**config.mk**
```make
export PLATFORM = sky130hd
export DESIGN_NAME = prbchk_top
export DESIGN_NICKNAME = d
export VERILOG_FILES = /design/src/prbchk_pkg.sv /design/src/prbchk_top.sv
export SDC_FILE = /design/constraint.sdc
export NUM_CORES = 1
export LEC_CHECK = 0
export CORE_MARGIN = 2
export CORE_UTILIZATION = 47
export DETAILED_ROUTE_END_ITERATION = 12
export DONT_BUFFER_PORTS = 1
export PLACE_DENSITY_LB_ADDON = 0.25
export SETUP_SLACK_MARGIN = 0.05
export SLEW_MARGIN = 15
export SYNTH_ARGS = -nofsm -noshare
export SYNTH_HDL_FRONTEND = slang
export SYNTH_HIERARCHICAL = 1
export SYNTH_SLANG_ARGS = --single-unit
```
**constraint.sdc**
```tcl
create_clock -name CLK_SYS -period 9.95 [get_ports CLK_SYS]
set_input_delay 1.99 -clock CLK_SYS [delete_from_list [all_inputs] [get_ports CLK_SYS]]
set_output_delay 1.99 -clock CLK_SYS [all_outputs]
set_load 0.005 [all_outputs]
```
**src/prbchk_pkg.sv**
```systemverilog
/*
  Shared constants and types of the pattern checker: register indexes and
  byte addresses, field positions, reset values and the control carrier.
  Assumes registers are reached over APB with 32-bit data, one word each.
*/
package prbchk_pkg;

  // Register indexes; the byte address is four times the index.
  localparam logic [9:0] CTRL_IDX = 10'h14B;
  localparam logic [9:0] TALLY_IDX = 10'h14C;
  localparam logic [9:0] ISTAT_IDX = 10'h150;
  localparam logic [9:0] IMASK_IDX = 10'h151;
  localparam logic [11:0] CTRL_ADDR = {CTRL_IDX, 2'b00};
  localparam logic [11:0] TALLY_ADDR = {TALLY_IDX, 2'b00};
  localparam logic [11:0] ISTAT_ADDR = {ISTAT_IDX, 2'b00};
  localparam logic [11:0] IMASK_ADDR = {IMASK_IDX, 2'b00};

  // Control register field positions.
  localparam int BIT_ENABLE = 0;
  localparam int BIT_CLEAR = 1;
  localparam int BIT_POLY = 2;
  localparam int BIT_MATCH = 6;

  // Interrupt status and mask field positions.
  localparam int EV_W = 3;
  localparam int EV_MISMATCH = 0;
  localparam int EV_MATCH_LOST = 1;
  localparam int EV_TALLY_FULL = 2;

  localparam logic [7:0] TALLY_RESET = 8'h00;
  localparam logic [7:0] TALLY_MAX = 8'hFF;
  localparam logic [EV_W-1:0] EV_RESET = 3'h0;
  localparam logic [31:0] RDATA_ZERO = 32'h0000_0000;

  // History depth: enough bits for the longer polynomial.
  localparam int HIST_W = 15;
  localparam logic [HIST_W-1:0] HIST_RESET = 15'h0000;

  // Tap positions into the history (index 0 is the newest bit).
  localparam int TAP7_A = 6;
  localparam int TAP7_B = 5;
  localparam int TAP15_A = 14;
  localparam int TAP15_B = 13;

  typedef struct packed {
    logic poly_sel;
    logic counter_clear;
    logic enable;
  } prbchk_ctrl_t;

  localparam prbchk_ctrl_t CTRL_RESET = '{poly_sel: 1'b0, counter_clear: 1'b0, enable: 1'b0};

endpackage

```
**src/prbchk_top.sv**
```systemverilog
/*
  Pattern checker on the incoming sample path, with its APB register file
  and a level interrupt. Assumes DATA_IN and DATA_VALID come from logic on
  CLK_SYS, so they are used without synchronisers, and that the stream is
  sent most significant bit first.
*/
// Function
// - Control bit 6 reads one after a matching word, zero after a mismatch.
// - Polynomial select zero expects the sequence of x^7 + x^6 + 1.
// - Polynomial select one expects the sequence of x^15 + x^14 + 1.
// - Counter-clear bit one holds the error tally at zero; zero resumes counting.
// - Words are compared only while enable is one; enable resets to zero.
// - Error tally register bits 7 to 0 show the mismatch count, reset zero.
`timescale 1ns/10ps
`default_nettype none

// One bit of the serial check: predicts the bit from earlier received bits.
module prbchk_bit_stage #(
  parameter int HIST_W = 15
) (
  // History and error so far.
  input wire logic [HIST_W-1:0] hist_in,
  input wire logic err_in,
  // Polynomial choice and received bit.
  input wire logic poly_sel,
  input wire logic rx_bit,
  // History and error after this bit.
  output logic [HIST_W-1:0] hist_out,
  output logic err_out
);

  logic expect_bit;

  // The prediction uses received bits only, so the check locks on by itself.
  always_comb begin
    if (poly_sel) begin
      expect_bit = hist_in[prbchk_pkg::TAP15_A] ^ hist_in[prbchk_pkg::TAP15_B];
    end else begin
      expect_bit = hist_in[prbchk_pkg::TAP7_A] ^ hist_in[prbchk_pkg::TAP7_B];
    end
  end

  assign err_out = err_in | (expect_bit ^ rx_bit);
  assign hist_out = {hist_in[HIST_W-2:0], rx_bit};

endmodule

module prbchk_top #(
  parameter int DATA_W = 16
) (
  // Clock, reset and clock enable.
  input wire logic CLK_SYS,
  input wire logic RESET,
  input wire logic CE,
  // Incoming sample stream.
  input wire logic [DATA_W-1:0] DATA_IN,
  input wire logic DATA_VALID,
  // APB slave.
  input wire logic PSEL,
  input wire logic PENABLE,
  input wire logic PWRITE,
  input wire logic [11:0] PADDR,
  input wire logic [31:0] PWDATA,
  input wire logic [3:0] PSTRB,
  output logic [31:0] PRDATA,
  output logic PREADY,
  output logic PSLVERR,
  // Interrupt.
  output logic IRQ
);

  prbchk_pkg::prbchk_ctrl_t ctrl_reg, ctrl_next;
  logic [prbchk_pkg::HIST_W-1:0] hist_reg, hist_next;
  logic primed_reg, primed_next;
  logic match_reg, match_next;
  logic [7:0] tally_reg, tally_next;
  logic [prbchk_pkg::EV_W-1:0] istat_reg, istat_next;
  logic [prbchk_pkg::EV_W-1:0] imask_reg, imask_next;
  logic irq_reg, irq_next;
  logic pready_reg, pready_next;
  logic pslverr_reg, pslverr_next;
  logic [31:0] prdata_reg, prdata_next;

  logic word_err;
  logic [prbchk_pkg::HIST_W-1:0] word_hist;
  logic check_now;
  logic mismatch;
  logic wr_take;
  logic [prbchk_pkg::EV_W-1:0] ev_set;
  logic [prbchk_pkg::EV_W-1:0] ev_clr;
  logic addr_ok;

  logic [prbchk_pkg::HIST_W-1:0] stage_hist [0:DATA_W];
  logic stage_err [0:DATA_W];
  logic sel_ctrl;
  logic sel_tally;
  logic sel_istat;
  logic sel_imask;

  // Stage k checks DATA_IN bit DATA_W-1-k, so the earliest bit of the word goes first.
  assign stage_hist[0] = hist_reg;
  assign stage_err[0] = 1'b0;

  for (genvar k = 0; k < DATA_W; k++) begin : g_stage
    prbchk_bit_stage #(
      .HIST_W(prbchk_pkg::HIST_W)
    ) u_stage (
      .hist_in(stage_hist[k]),
      .err_in(stage_err[k]),
      .poly_sel(ctrl_reg.poly_sel),
      .rx_bit(DATA_IN[DATA_W-1-k]),
      .hist_out(stage_hist[k+1]),
      .err_out(stage_err[k+1])
    );
  end

  assign word_err = stage_err[DATA_W];
  assign word_hist = stage_hist[DATA_W];

  // The first word after enabling only fills the history, since it has no past.
  assign check_now = DATA_VALID && ctrl_reg.enable && primed_reg;
  assign mismatch = check_now && word_err;

  // History and priming.
  always_comb begin
    hist_next = hist_reg;
    primed_next = primed_reg;
    if (!ctrl_reg.enable) begin
      primed_next = 1'b0;
    end else if (DATA_VALID) begin
      hist_next = word_hist;
      primed_next = 1'b1;
    end
  end

  always_ff @(posedge CLK_SYS or posedge RESET) begin
    if (RESET) begin
      hist_reg <= prbchk_pkg::HIST_RESET;
      primed_reg <= 1'b0;
    end else if (CE) begin
      hist_reg <= hist_next;
      primed_reg <= primed_next;
    end
  end

  // The match flag keeps the verdict of the last checked word, even across a clear.
  always_comb begin
    match_next = match_reg;
    if (check_now) begin
      match_next = !word_err;
    end
  end

  always_ff @(posedge CLK_SYS or posedge RESET) begin
    if (RESET) begin
      match_reg <= 1'b0;
    end else if (CE) begin
      match_reg <= match_next;
    end
  end

  // Error tally: the clear acts as a level, so it wins over any mismatch.
  always_comb begin
    tally_next = tally_reg;
    if (ctrl_reg.counter_clear) begin
      tally_next = prbchk_pkg::TALLY_RESET;
    end else if (mismatch && tally_reg != prbchk_pkg::TALLY_MAX) begin
      tally_next = tally_reg + 8'h01;
    end
  end

  always_ff @(posedge CLK_SYS or posedge RESET) begin
    if (RESET) begin
      tally_reg <= prbchk_pkg::TALLY_RESET;
    end else if (CE) begin
      tally_reg <= tally_next;
    end
  end

  // APB address decode, one select per register.
  always_comb begin
    sel_ctrl = 1'b0;
    sel_tally = 1'b0;
    sel_istat = 1'b0;
    sel_imask = 1'b0;
    if (PADDR == prbchk_pkg::CTRL_ADDR) begin
      sel_ctrl = 1'b1;
    end else if (PADDR == prbchk_pkg::TALLY_ADDR) begin
      sel_tally = 1'b1;
    end else if (PADDR == prbchk_pkg::ISTAT_ADDR) begin
      sel_istat = 1'b1;
    end else if (PADDR == prbchk_pkg::IMASK_ADDR) begin
      sel_imask = 1'b1;
    end
  end

  assign addr_ok = sel_ctrl || sel_tally || sel_istat || sel_imask;

  // The access phase lasts two cycles; a write lands at the edge that samples PREADY high.
  assign wr_take = PSEL && PENABLE && pready_reg && PWRITE && PSTRB[0] && !pslverr_reg;

  // Bus answer: read data is latched once, so it cannot change while PREADY stands.
  always_comb begin
    pready_next = 1'b0;
    pslverr_next = 1'b0;
    prdata_next = prdata_reg;
    if (PSEL && PENABLE && !pready_reg) begin
      pready_next = 1'b1;
      pslverr_next = !addr_ok;
      prdata_next = prbchk_pkg::RDATA_ZERO;
      if (!PWRITE) begin
        if (sel_ctrl) begin
          prdata_next[prbchk_pkg::BIT_MATCH] = match_reg;
          prdata_next[prbchk_pkg::BIT_POLY] = ctrl_reg.poly_sel;
          prdata_next[prbchk_pkg::BIT_CLEAR] = ctrl_reg.counter_clear;
          prdata_next[prbchk_pkg::BIT_ENABLE] = ctrl_reg.enable;
        end else if (sel_tally) begin
          prdata_next[7:0] = tally_reg;
        end else if (sel_istat) begin
          prdata_next[prbchk_pkg::EV_W-1:0] = istat_reg;
        end else if (sel_imask) begin
          prdata_next[prbchk_pkg::EV_W-1:0] = imask_reg;
        end
      end
    end
  end

  always_ff @(posedge CLK_SYS or posedge RESET) begin
    if (RESET) begin
      pready_reg <= 1'b0;
      pslverr_reg <= 1'b0;
      prdata_reg <= prbchk_pkg::RDATA_ZERO;
    end else if (CE) begin
      pready_reg <= pready_next;
      pslverr_reg <= pslverr_next;
      prdata_reg <= prdata_next;
    end
  end

  // Software-written control and mask registers; the tally is read-only.
  always_comb begin
    ctrl_next = ctrl_reg;
    imask_next = imask_reg;
    if (wr_take) begin
      if (sel_ctrl) begin
        ctrl_next.enable = PWDATA[prbchk_pkg::BIT_ENABLE];
        ctrl_next.counter_clear = PWDATA[prbchk_pkg::BIT_CLEAR];
        ctrl_next.poly_sel = PWDATA[prbchk_pkg::BIT_POLY];
      end else if (sel_imask) begin
        imask_next = PWDATA[prbchk_pkg::EV_W-1:0];
      end
    end
  end

  always_ff @(posedge CLK_SYS or posedge RESET) begin
    if (RESET) begin
      ctrl_reg <= prbchk_pkg::CTRL_RESET;
      imask_reg <= prbchk_pkg::EV_RESET;
    end else if (CE) begin
      ctrl_reg <= ctrl_next;
      imask_reg <= imask_next;
    end
  end

  // Interrupt status and the level interrupt.
  always_comb begin
    ev_clr = prbchk_pkg::EV_RESET;
    if (wr_take && sel_istat) begin
      ev_clr = PWDATA[prbchk_pkg::EV_W-1:0];
    end
    ev_set = prbchk_pkg::EV_RESET;
    ev_set[prbchk_pkg::EV_MISMATCH] = mismatch;
    ev_set[prbchk_pkg::EV_MATCH_LOST] = mismatch && match_reg;
    ev_set[prbchk_pkg::EV_TALLY_FULL] = (tally_next == prbchk_pkg::TALLY_MAX) && (tally_reg != prbchk_pkg::TALLY_MAX);
    // A new event wins over a clear written in the same cycle, so no event is lost.
    istat_next = (istat_reg & ~ev_clr) | ev_set;
    irq_next = |(istat_reg & imask_reg);
  end

  always_ff @(posedge CLK_SYS or posedge RESET) begin
    if (RESET) begin
      istat_reg <= prbchk_pkg::EV_RESET;
      irq_reg <= 1'b0;
    end else if (CE) begin
      istat_reg <= istat_next;
      irq_reg <= irq_next;
    end
  end

  // Every output comes straight from a flip-flop.
  assign PRDATA = prdata_reg;
  assign PREADY = pready_reg;
  assign PSLVERR = pslverr_reg;
  assign IRQ = irq_reg;

endmodule

`default_nettype wire

```
Word level (Yosys, flattened, before mapping):

Cells that the tools add are included.

* bits in registers: 45
* bits in latches: 0
* memory bits (writable): 0
* ROM bits: 0
* output and inout port bits: 35
* logic and storage cells: 150
* memories: 0

* add/sub/neg operators: 1
* multiply operators: 0
* div/mod/pow operators: 0
* $lt $le $gt $ge: 0
* equality and inequality tests: 7
* shift operators: 0
* multiplexer cells: 42
* bitwise operators: 60
* reductions and logical operators: 27

Operators with widths (number)
* $eq A12 B11 Y1 const B: 4
* $xor A1 B1 Y1: 40
* $mux W1: 32
* $mux W8: 3
* $mux W3: 6
* $or A1 B1 Y1: 15
* $logic_and A1 B1 Y1: 13
* $add A8 B1 Y8 const B: 1
* $eq A8 B8 Y1 const B: 1
* $ne A8 B8 Y1 const B: 1
* $and A3 B3 Y3: 2
* $reduce_and A2 Y1: 3
* $reduce_and A3 Y1: 2
* $mux W5: 1
* $logic_not A1 Y1: 4
* $reduce_and A4 Y1: 1
* $logic_or A1 B1 Y1: 3
* $not A3 Y3: 1
* $or A3 B3 Y3: 1
* $reduce_or A3 Y1: 1
* $ne A2 B2 Y1 const B: 1
* $not A1 Y1: 1

Longest topological paths before layout:

Gate-level depths: netlist (run 1).

* depth in word-level cells: 25
* mapped depth: 54
* gate-level depth less buffers: 53

Hierarchy:

The synthesis (run 1) kept the hierarchy.

Modules (own cells, without submodules)
* prbchk_bit_stage: instances 16, cells each 24, area an instance 177.7 um^2, seq. area each 0.0 um^2
* prbchk_top: instances 1, cells each 233, area an instance 2502.4 um^2, seq. area each 1126.1 um^2

Worst setup path before layout (run 1):

Ideal clock, no wire load.

* kind: in2reg
* start point: input DATA_IN[15]
* end point: register tally_reg[7]
* setup time: 0.125 ns
* arrival: 10.163 ns
* data required time: 9.825 ns
* slack: -0.337 ns
* stages on the path: 53
* buffers on the path: 0
* path through: nor3b_1 > mux2i_1 > o311a_1 > nor3_1 > mux2i_1 > o311a_1 > nor3_1 > mux2i_1 > o311a_1 > nor3_1 > mux2i_1 > o311a_1 > nor3_1 > mux2i_1 > o311a_1 > nor3_1 > mux2i_1 > o311a_1 > [... 17 more ...] > o311a_1 > nor3_1 > mux2i_1 > o311a_1 > nor3_1 > mux2i_1 > o311a_1 > nor3_1 > mux2i_1 > o311a_1 > nor3_1 > mux2i_1 > o311a_1 > nand4_1 > nor2_2 > and4_1 > a211oi_1 > mux2_2

RTL lines
* from (decl): RTL line prbchk_top.sv:56 `input wire logic [DATA_W-1:0] DATA_IN,`
* to (signal assigned): RTL line prbchk_top.sv:174 `tally_reg <= prbchk_pkg::TALLY_RESET;`
* to (signal assigned): RTL line prbchk_top.sv:176 `tally_reg <= tally_next;`
* to (decl): RTL line prbchk_top.sv:76 `logic [7:0] tally_reg, tally_next;`

==> flow_metrics.tcl, run 1 <==
set metrics [dict create \
    worst-path-max-fanout 8 \
    insertion_delay_ns 0.29 \
    drtAntennaViolNets 0 \
    post-synth-top-area-cell "buf_4" \
    clkTransAtPathRegs_ns 0.06 \
    cts_num_sinks 45 \
    io_pins 106 \
    diodes 0 \
    layout_min_cycle_time_ns 10.53 \
    type_of_origin_of_the_critical_path "input pin" \
    synth_sequential_area_ratio_pct 21.1 \
    areaGrowthSynthToFinish_pct -20.4 \
    finalHoldViolCount 0 \
    die_height_um 111 \
    grt_use_total_pct 13.3 \
    total_leakage_power_nw 1.64 \
    post_synthesis_instance_area_um2 5350 \
    setup.reg_to_reg.worst_slack_ns 0.56 \
    cts.hold.buffers_added 0 \
    clock-root-buffer "clkbuf_16" \
    timing_worst_slew_pin_value_ns 0.969 \
    largest_register_ff_count 15 \
    finish.net_count 468 \
    drv_slew 0 \
    num_vias 2868 \
    post-route-util_pct 38.7 \
    design.die.area_um2 12200 \
    setup.worst_path.class "in -> reg" \
    floorplan.core_area_um2 11000 \
    slew_headroom_pct 35.3 \
    worstReg2RegEnd "istat_reg[2]" \
    drcViolationCount 0 \
    final_cell_count_no_fill 537 \
    wl_um 8550 \
    via_per_inst 5.34 \
    clock_tree_buffer_depth 2 \
    drive_gt1_share_pct 27.7 \
    report.final.setup_viol 11 \
    layout_commonest_cell "nand2_1" \
    synth_top_area_share_pct 37.2 \
    violations "setup timing" \
    synth_area_per_cell_um2 8.66 \
    synth_edf_count 0 \
    reg2regPathDepth 36 \
    final.setup.worst_slack_ns -0.580 \
    grt.overflow.total 0 \
    floorplan.rows 38 \
    critPathSlowestCell "o311a_4" \
    cell_area_power_density_nw_per_um2 96.2 \
    synth_cells 617 \
    finalPower_w 0.000409 \
    layout.cells.most_common_list "nand2_1 (49), dfrtp_1 (45), xnor2_1 (34)" \
    grt_start_max_net_pins 46 \
    first_pass_grt_wire_length_um 13600 \
    status "complete, but fails checks" \
    path_common_cell "o311a_4" \
    synth_flop_cell "dfrtp_1" \
    cap_viol_max_count 0 \
    holdCritPathClass "reg -> reg" \
    antenna_found_initial 0 \
    critical_path_required_ns 10.17 \
    cp-endpoint "istat_reg[2]" \
    detailedPlacementHpwl_um 5940 \
    floorplan.die.width_um 111 \
    r2r_start "hist_reg[13]" \
    post_synth_num_cell_types 53 \
    unrepaired_setup_endpoints_after_global_routing "true" \
    finalCritPeriodShare_pct 106 \
    first_global_vias 2792 \
    final.setup_skew_ns 0.00392 \
    setup.worst_path.start "DATA_IN[15]" \
    numCtsBuffers 5 \
    vdd_ir_drop_max_uv 62.1 \
    initialDrtViolationCount 92 \
    htree_num_levels 2 \
    post_synth_main_area_contributors "buf_4 (37%), dfrtp_1 (21%), xnor2_1 (5.6%)" \
    place.port_buffers 0 \
    cts_tree "built" \
    worst_setup_path_end_kind "register" \
    gpl.final_weighted_congestion 0.784 \
    num-fill-cells 1098 \
    critical-path-max-stage-delay_ns 0.41 \
    detailedRoute.firstPassIterationCount 4 \
    post-place-cells 520 \
    dp_worst_setup_slack_ns -0.541 \
    max_frequency_ghz 0.0950 \
    synth.ff_latch_count 45 \
    initial_utilization_pct 48.7 \
    synth-warning-count 6 \
    wl_per_cell_um 15.9 \
    critPathArrivalTime_ns 10.75 \
    synth-async-reset-ratio_pct 100 \
]
[layer usage]
metal | track usage, % | routed length, um | up-vias
li1 | - | - | 1383
met5 | 0 | 0 | -
met2 | 22.1 | 4140 | 73
met1 | 16.5 | 3670 | 1399
met4 | 4.33 | 143 | 0
met3 | 4.23 | 595 | 13
[critical path: cells and delay by family]
family	cells	cell delay, ns
AOI/OAI and AO/OA	18	6.19
buffers and inverters	10	1.46
and+or+nand+nor	9	1.12
[cells by family (layout without fill, tap and decap cells)]
family          Yosys count  in the layout  share of synthesized area (%)
xor+xnor                 34             34                           5.57
buf+inv                 285             38                           38.7
simple gates            144            144                           16.4
flops                    45             45                           21.1
fa+ha+maj                 1              1                          0.234
mux                      39             39                           7.84
compound gates           68             68                           10.1
other cells               1             28                         0.0702
[cells in the mapped netlist (8+ instances only)]
cell / instances
dfrtp_1: 45
mux2_2: 17
nor3_1: 18
inv_1: 10
o311a_1: 16
a21oi_1: 11
mux2i_1: 16
xnor2_1: 34
nand2_1: 49
nor3b_1: 34
buf_4: 265
nand3_1: 11
nor2_1: 8
[worst min-delay path by stage]
stage | start | to | slack, ns | cells past startpoint
floorplan | PRDATA[4] | PRDATA[4] | 0.47 | 2
global placement | PRDATA[4] | PRDATA[4] | 0.51 | 2
detailed placement | PRDATA[4] | PRDATA[4] | 0.51 | 2
CTS | PRDATA[4] | PRDATA[4] | 0.53 | 2
global route | PRDATA[4] | PRDATA[4] | 0.54 | 2
finish | PRDATA[4] | PRDATA[4] | 0.52 | 2
[power by group]
part           internal, W  total (W)  switching, W
logic            0.0000169  0.0000356     0.0000187
clock network     0.000108   0.000180     0.0000722
registers         0.000187   0.000194    0.00000665
total             0.000312   0.000409     0.0000976
[stage by stage]
step                area, um2  hold slack [ns]  TNS [ns]
finish                   4250            0.516     -3.53
CTS                      3890            0.525    -0.618
global placement         3680            0.506    -0.571
detailed placement       3680            0.509     -3.43
global route             4250            0.537     -9.92
floorplan                5460            0.473     -1.14
[layout make-up]
class	instances	area, um2	share of cell area [%]
flip-flops and latches	45	1130	26.5
repair buffers	20	161	3.80
inverters	10	37.5	0.883
multi-input cells	314	2590	60.9
clock inverters	1	8.76	0.206
clock buffers	7	153	3.59
well taps	140	175	4.12
[timing repair]
item                       in CTS  in global routing
setup buffers                   0                  9
setup endpoints to repair       8                 12
gates resized for setup         8                 45
pin swaps                       1                  3
Note: power is estimated with default switching activity, not from simulation.
==> run 2: changes to the inputs <==
Settings changed: CORE_ASPECT_RATIO set to 1.2.
==> flow_metrics.tcl, run 2 (synthesis gave the netlist of run 1 again) <==
set metrics [dict create \
    status "complete, but fails checks" \
    violations "setup timing" \
    design.die.area_um2 12200 \
    cts.hold.buffers_added 0 \
    clock-root-buffer "clkbuf_16" \
    floorplan.die.width_um 101 \
    finish.net_count 470 \
    cts_tree "built" \
    grt_use_total_pct 13.7 \
    insertion_delay_ns 0.29 \
    detailedRoute.firstPassIterationCount 4 \
    unrepaired_setup_endpoints_after_global_routing "true" \
    initial_utilization_pct 48.4 \
    first_global_vias 2747 \
    cts_num_sinks 45 \
    report.final.setup_viol 12 \
    floorplan.rows 42 \
    fin_tns_setup_ns -5.67 \
    drive_gt1_share_pct 24.8 \
    grt_use_met1_pct 15.2 \
    drv_slew 0 \
    globalRouteMet2Util_pct 24.7 \
    finalHoldViolCount 0 \
    grtUsageMet3_pct 3.76 \
    clkTransAtPathRegs_ns 0.06 \
    postPlaceCellArea_um2 3670 \
    finalCritPeriodShare_pct 107 \
    first_pass_grt_wire_length_um 13200 \
    layout.cells.most_common_list "nand2_1 (49), dfrtp_1 (45), xnor2_1 (34)" \
    layout_min_cycle_time_ns 10.67 \
    initialDrtViolationCount 69 \
    diodes 0 \
    slew_headroom_pct 34.6 \
    grt.overflow.total 0 \
    vdd_ir_drop_max_uv 81.1 \
    cap_viol_max_count 0 \
    io_pins 106 \
    worst-path-max-fanout 8 \
    critPathSlowestCell "o311a_1" \
    worst_setup_path_end_kind "register" \
    max_frequency_ghz 0.0938 \
    clock_tree_buffer_depth 2 \
    timing_worst_slew_pin_value_ns 0.979 \
    globalRoute.busiestLayer "met2" \
    wl_per_cell_um 16.1 \
    floorplan.core_area_um2 11000 \
    grt_start_max_net_pins 59 \
    holdCritPathClass "reg -> reg" \
    cell_area_power_density_nw_per_um2 103 \
    type_of_origin_of_the_critical_path "input pin" \
    total_leakage_power_nw 1.64 \
    drcViolationCount 0 \
    via_per_inst 5.43 \
    gpl.final_weighted_congestion 0.795 \
    wl_um 8560 \
    critical_path_required_ns 10.13 \
    setup.worst_path.class "in -> reg" \
    numCtsBuffers 5 \
    final.setup.worst_slack_ns -0.715 \
    drtAntennaViolNets 0 \
    num_vias 2883 \
    place.port_buffers 0 \
    htree_num_levels 2 \
    critical-path-max-stage-delay_ns 0.42 \
    final.setup_skew_ns 0.00414 \
    path_common_cell "buf_4" \
    largest_register_ff_count 15 \
    critPathArrivalTime_ns 10.85 \
    antenna_found_initial 0 \
    layout_commonest_cell "nand2_1" \
    die_height_um 121 \
    areaGrowthSynthToFinish_pct -21.7 \
    stdcell_area_um2 4180 \
    detailedPlacementHpwl_um 5940 \
]
-- run 2: cell types whose count changed in the layout (fill, tap and decap cells not counted), sizes merged --
cell / before / now
buf: 20 / 22
bufinv: 0 / 1
clkbuf: 7 / 6
clkinvlp: 0 / 1
inv: 11 / 10
-- run 2: power breakdown --
group | switching [W] | internal (W)
logic | 0.0000190 | 0.0000165
clock network | 0.0000757 | 0.000126
registers | 0.00000644 | 0.000187
-- run 2: worst paths after layout --
kind                               from            to  slack (ns)  depth (start not counted)
min in group asynchronous         RESET     match_reg        1.80                          1
hold reg to reg               PRDATA[5]     PRDATA[5]        0.52                          2
setup reg to reg           hist_reg[13]  istat_reg[2]        0.44                         41
setup / recovery            DATA_IN[15]  istat_reg[2]       -0.72                         42
hold / removal                PRDATA[5]     PRDATA[5]        0.52                          2
max in group asynchronous         RESET  tally_reg[7]        7.54                          1
-- run 2: critical path: cells and delay by family --
| kind | cells | cell delay (ns) |
|---|---|---|
| and+or+nand+nor | 9 | 1.33 |
| buffers and inverters | 11 | 1.59 |
| muxes | 3 | 0.29 |
| AOI/OAI and AO/OA | 19 | 5.65 |
-- run 2: layout make-up --
class | instances | area, um2
fillers | 1111 | 6850
multi-input cells | 314 | 2500
clock buffers | 6 | 139
repair buffers | 22 | 173
flip-flops and latches | 45 | 1130
inverters | 10 | 37.5
clock inverters | 2 | 37.5
well taps | 132 | 165
-- run 2: metal layers --
metal,part of all wire [%],vias up
li1,-,1390
met5,0,-
met1,41,1411
met3,5.7,12
met2,52,70
met4,1.6,0
-- run 2: timing repair --
action | CTS | global route
setup endpoints to repair | 9 | 12
gates resized for setup | 5 | 34
setup buffers | 2 | 9
pin swaps | 2 | 0
-- run 2: through the flow --
step	std cells	utilization, %	worst slack (ns)	total power (W)	hold slack (ns)
5_1_grt	531	37.9	-1.19	0.000448	0.550
3_5_place_dp	512	33.3	-0.687	0.000227	0.509
4_1_cts	522	35.2	-0.366	0.000433	0.524
3_3_place_gp	512	33.3	-0.305	0.000227	0.502
6_report	531	37.9	-0.715	0.000430	0.518
2_1_floorplan	644	-	-0.297	0.000268	0.473
==> run 3: changes to the inputs <==
Settings changed: SYNTH_HIERARCHICAL 1 to unset.
==> flow_metrics.tcl, run 3 <==
set metrics [dict create \
    post-cts-setup-buffer-count 0 \
    layout_min_cycle_time_ns 3.99 \
    vdd_ir_drop_max_uv 74.3 \
    synth_area_per_cell_um2 10.1 \
    via_per_inst 5.43 \
    critical_path_required_ns 10.15 \
    cts_num_sinks 45 \
    num-fill-cells 585 \
    synth-warning-count 0 \
    gpl.final_weighted_congestion 0.825 \
    drtAntennaViolNets 0 \
    ys_top_cells_by_count "dfrtp_1 (45), xnor2_1 (40), buf_4 (24), mux2_2 (24), nand2_1 (23)" \
    synth.ff_latch_count 45 \
    grt_use_total_pct 17.1 \
    cts_tree "built" \
    grt_start_max_net_pins 46 \
    first_pass_grt_wire_length_um 9740 \
    synth_sequential_area_ratio_pct 37.6 \
    largest_register_ff_count 15 \
    io_pins 106 \
    wl_per_cell_um 15.6 \
    floorplan.core_area_um2 6090 \
    status "finished, final reports clean" \
    max_frequency_ghz 0.251 \
    type_of_origin_of_the_critical_path "input pin" \
    report.final.setup_viol 0 \
    synth_top_area_share_pct 37.6 \
    antenna_found_initial 0 \
    die_height_um 91.5 \
    detailedRoute.firstPassIterationCount 4 \
    clock-root-buffer "clkbuf_8" \
    slew_headroom_pct 38.0 \
    holdCritPathClass "reg -> reg" \
    post_synth_main_area_contributors "dfrtp_1 (38%), xnor2_1 (12%), mux2_2 (9.0%)" \
    hold_ws_ns 0.511 \
    worst-path-max-fanout 13 \
    clock_tree_buffer_depth 2 \
    post_synth_num_cell_types 53 \
    drv_slew 0 \
    place.port_buffers 0 \
    floorplan.die.width_um 76.9 \
    num_vias 2021 \
    synth-async-reset-ratio_pct 100 \
    layout.cells.most_common_list "dfrtp_1 (45), xnor2_1 (40), mux2_2 (24), conb_1 (24), nand2_1 (23)" \
    htree_num_levels 2 \
    setup.worst_path.class "in -> reg" \
    insertion_delay_ns 0.30 \
    finalHoldViolCount 0 \
    unrepaired_setup_endpoints_after_global_routing "false" \
    timing_worst_slew_pin_value_ns 0.929 \
    wl_um 5810 \
    synth_edf_count 0 \
    critPathArrivalTime_ns 4.19 \
    first_global_vias 2008 \
    clkTransAtPathRegs_ns 0.09 \
    initialDrtViolationCount 99 \
    detailedPlacementHpwl_um 4390 \
    post-synth-top-area-cell "dfrtp_1" \
    design.die.area_um2 7030 \
    floorplan.rows 31 \
    post_synthesis_instance_area_um2 3000 \
    worst_setup_path_end_kind "register" \
    setup.reg_to_reg.worst_slack_ns 6.69 \
    initial_utilization_pct 49.2 \
    cap_viol_max_count 0 \
    finish.net_count 361 \
    layout_commonest_cell "dfrtp_1" \
    numCtsBuffers 5 \
    cts.hold.buffers_added 0 \
    fin_tns_setup_ns 0 \
    diodes 0 \
    synth_flop_cell "dfrtp_1" \
    finalCritPeriodShare_pct 40.1 \
    drcViolationCount 0 \
    final.setup_skew_ns 0.00425 \
    total_leakage_power_nw 1.25 \
    areaGrowthSynthToFinish_pct 0.125 \
    synthMostInstantiatedCell "dfrtp_1" \
    post_cts_resized 0 \
    synth_cells 298 \
    cell_area_power_density_nw_per_um2 110 \
    drive_gt1_share_pct 15.2 \
    grt.overflow.total 0 \
]
run 3: cell types whose count changed in the layout (fill, tap and decap cells not counted), moves of 9 or more:
cell	previous run	this run
o21ai_0	3	13
nand2_1	49	23
buf_4	20	0
nor3b_1	13	2
nor3_1	16	4
mux2_2	15	24
o311a_4	10	0
nor3b_2	23	0
run 3: critical path: stages:
cell and delay (ns):
xnor2_1 0.18, mux2i_1 0.12, xnor2_1 0.21, nand4_1 0.17, nor4_4 0.69, nor2_2 0.18
mux2_4 0.34, o41ai_2 0.31
run 3: through the flow:
| stage | cell area (um2) | power (W) | cells | util (%) | worst slack (ns) |
|---|---|---|---|---|---|
| floorplan | 3080 | 0.000223 | 321 | - | 6.13 |
| global placement | 2910 | 0.000218 | 364 | 47.8 | 5.68 |
| finish | 3000 | 0.000331 | 372 | 49.3 | 5.96 |
| detailed placement | 2910 | 0.000219 | 364 | 47.8 | 5.68 |
| global route | 3000 | 0.000348 | 372 | 49.3 | 5.81 |
| CTS | 3000 | 0.000337 | 372 | 49.3 | 5.99 |
run 3: cell type report:
cell class / count / area, um2 / area share [%]
clock buffers: 5 / 68.8 / 2.29
clock inverters: 3 / 21.3 / 0.709
well taps: 82 / 103 / 3.42
flip-flops and latches: 45 / 1130 / 37.5
multi-input cells: 228 / 1650 / 54.9
inverters: 9 / 33.8 / 1.13
run 3: logic make-up after synthesis:
family,after synthesis,share of synthesized area (%)
other,1,0.125
adders and majority gates,1,0.417
DFF,45,37.6
AOI/OAI and AO/OA,51,12.3
xor gates and xnor gates,41,12.2
buffers and inverters,48,10.3
muxes,41,14.9
and+or+nand+nor,70,12.2
run 3: layer usage:
layer / vias to the layer above / GRT usage, % / part of all wire [%]
li1: 981 / - / -
met1: 972 / 20.6 / 40
met2: 63 / 30.6 / 53
met3: 5 / 4.27 / 6.3
met4: 0 / 3.64 / 0.77
met5: - / 0 / 0
run 3: final timing paths:
kind | startpoint | endpoint | cells after the start
setup reg to reg | ctrl_reg[2] | istat_reg[2] | 7
setup / recovery | DATA_IN[14] | istat_reg[2] | 8
hold reg to reg | PRDATA[5] | PRDATA[5] | 2
hold / removal | PRDATA[5] | PRDATA[5] | 2
min in group asynchronous | RESET | hist_reg[2] | 1
max in group asynchronous | RESET | IRQ | 1
run 3: where the power goes:
group	leakage [nW]	switching, W	internal, W
clock network	0.0445	0.0000661	0.0000499
registers	0.622	0.00000228	0.000185
logic	0.585	0.0000151	0.0000125
total	1.25	0.0000835	0.000247
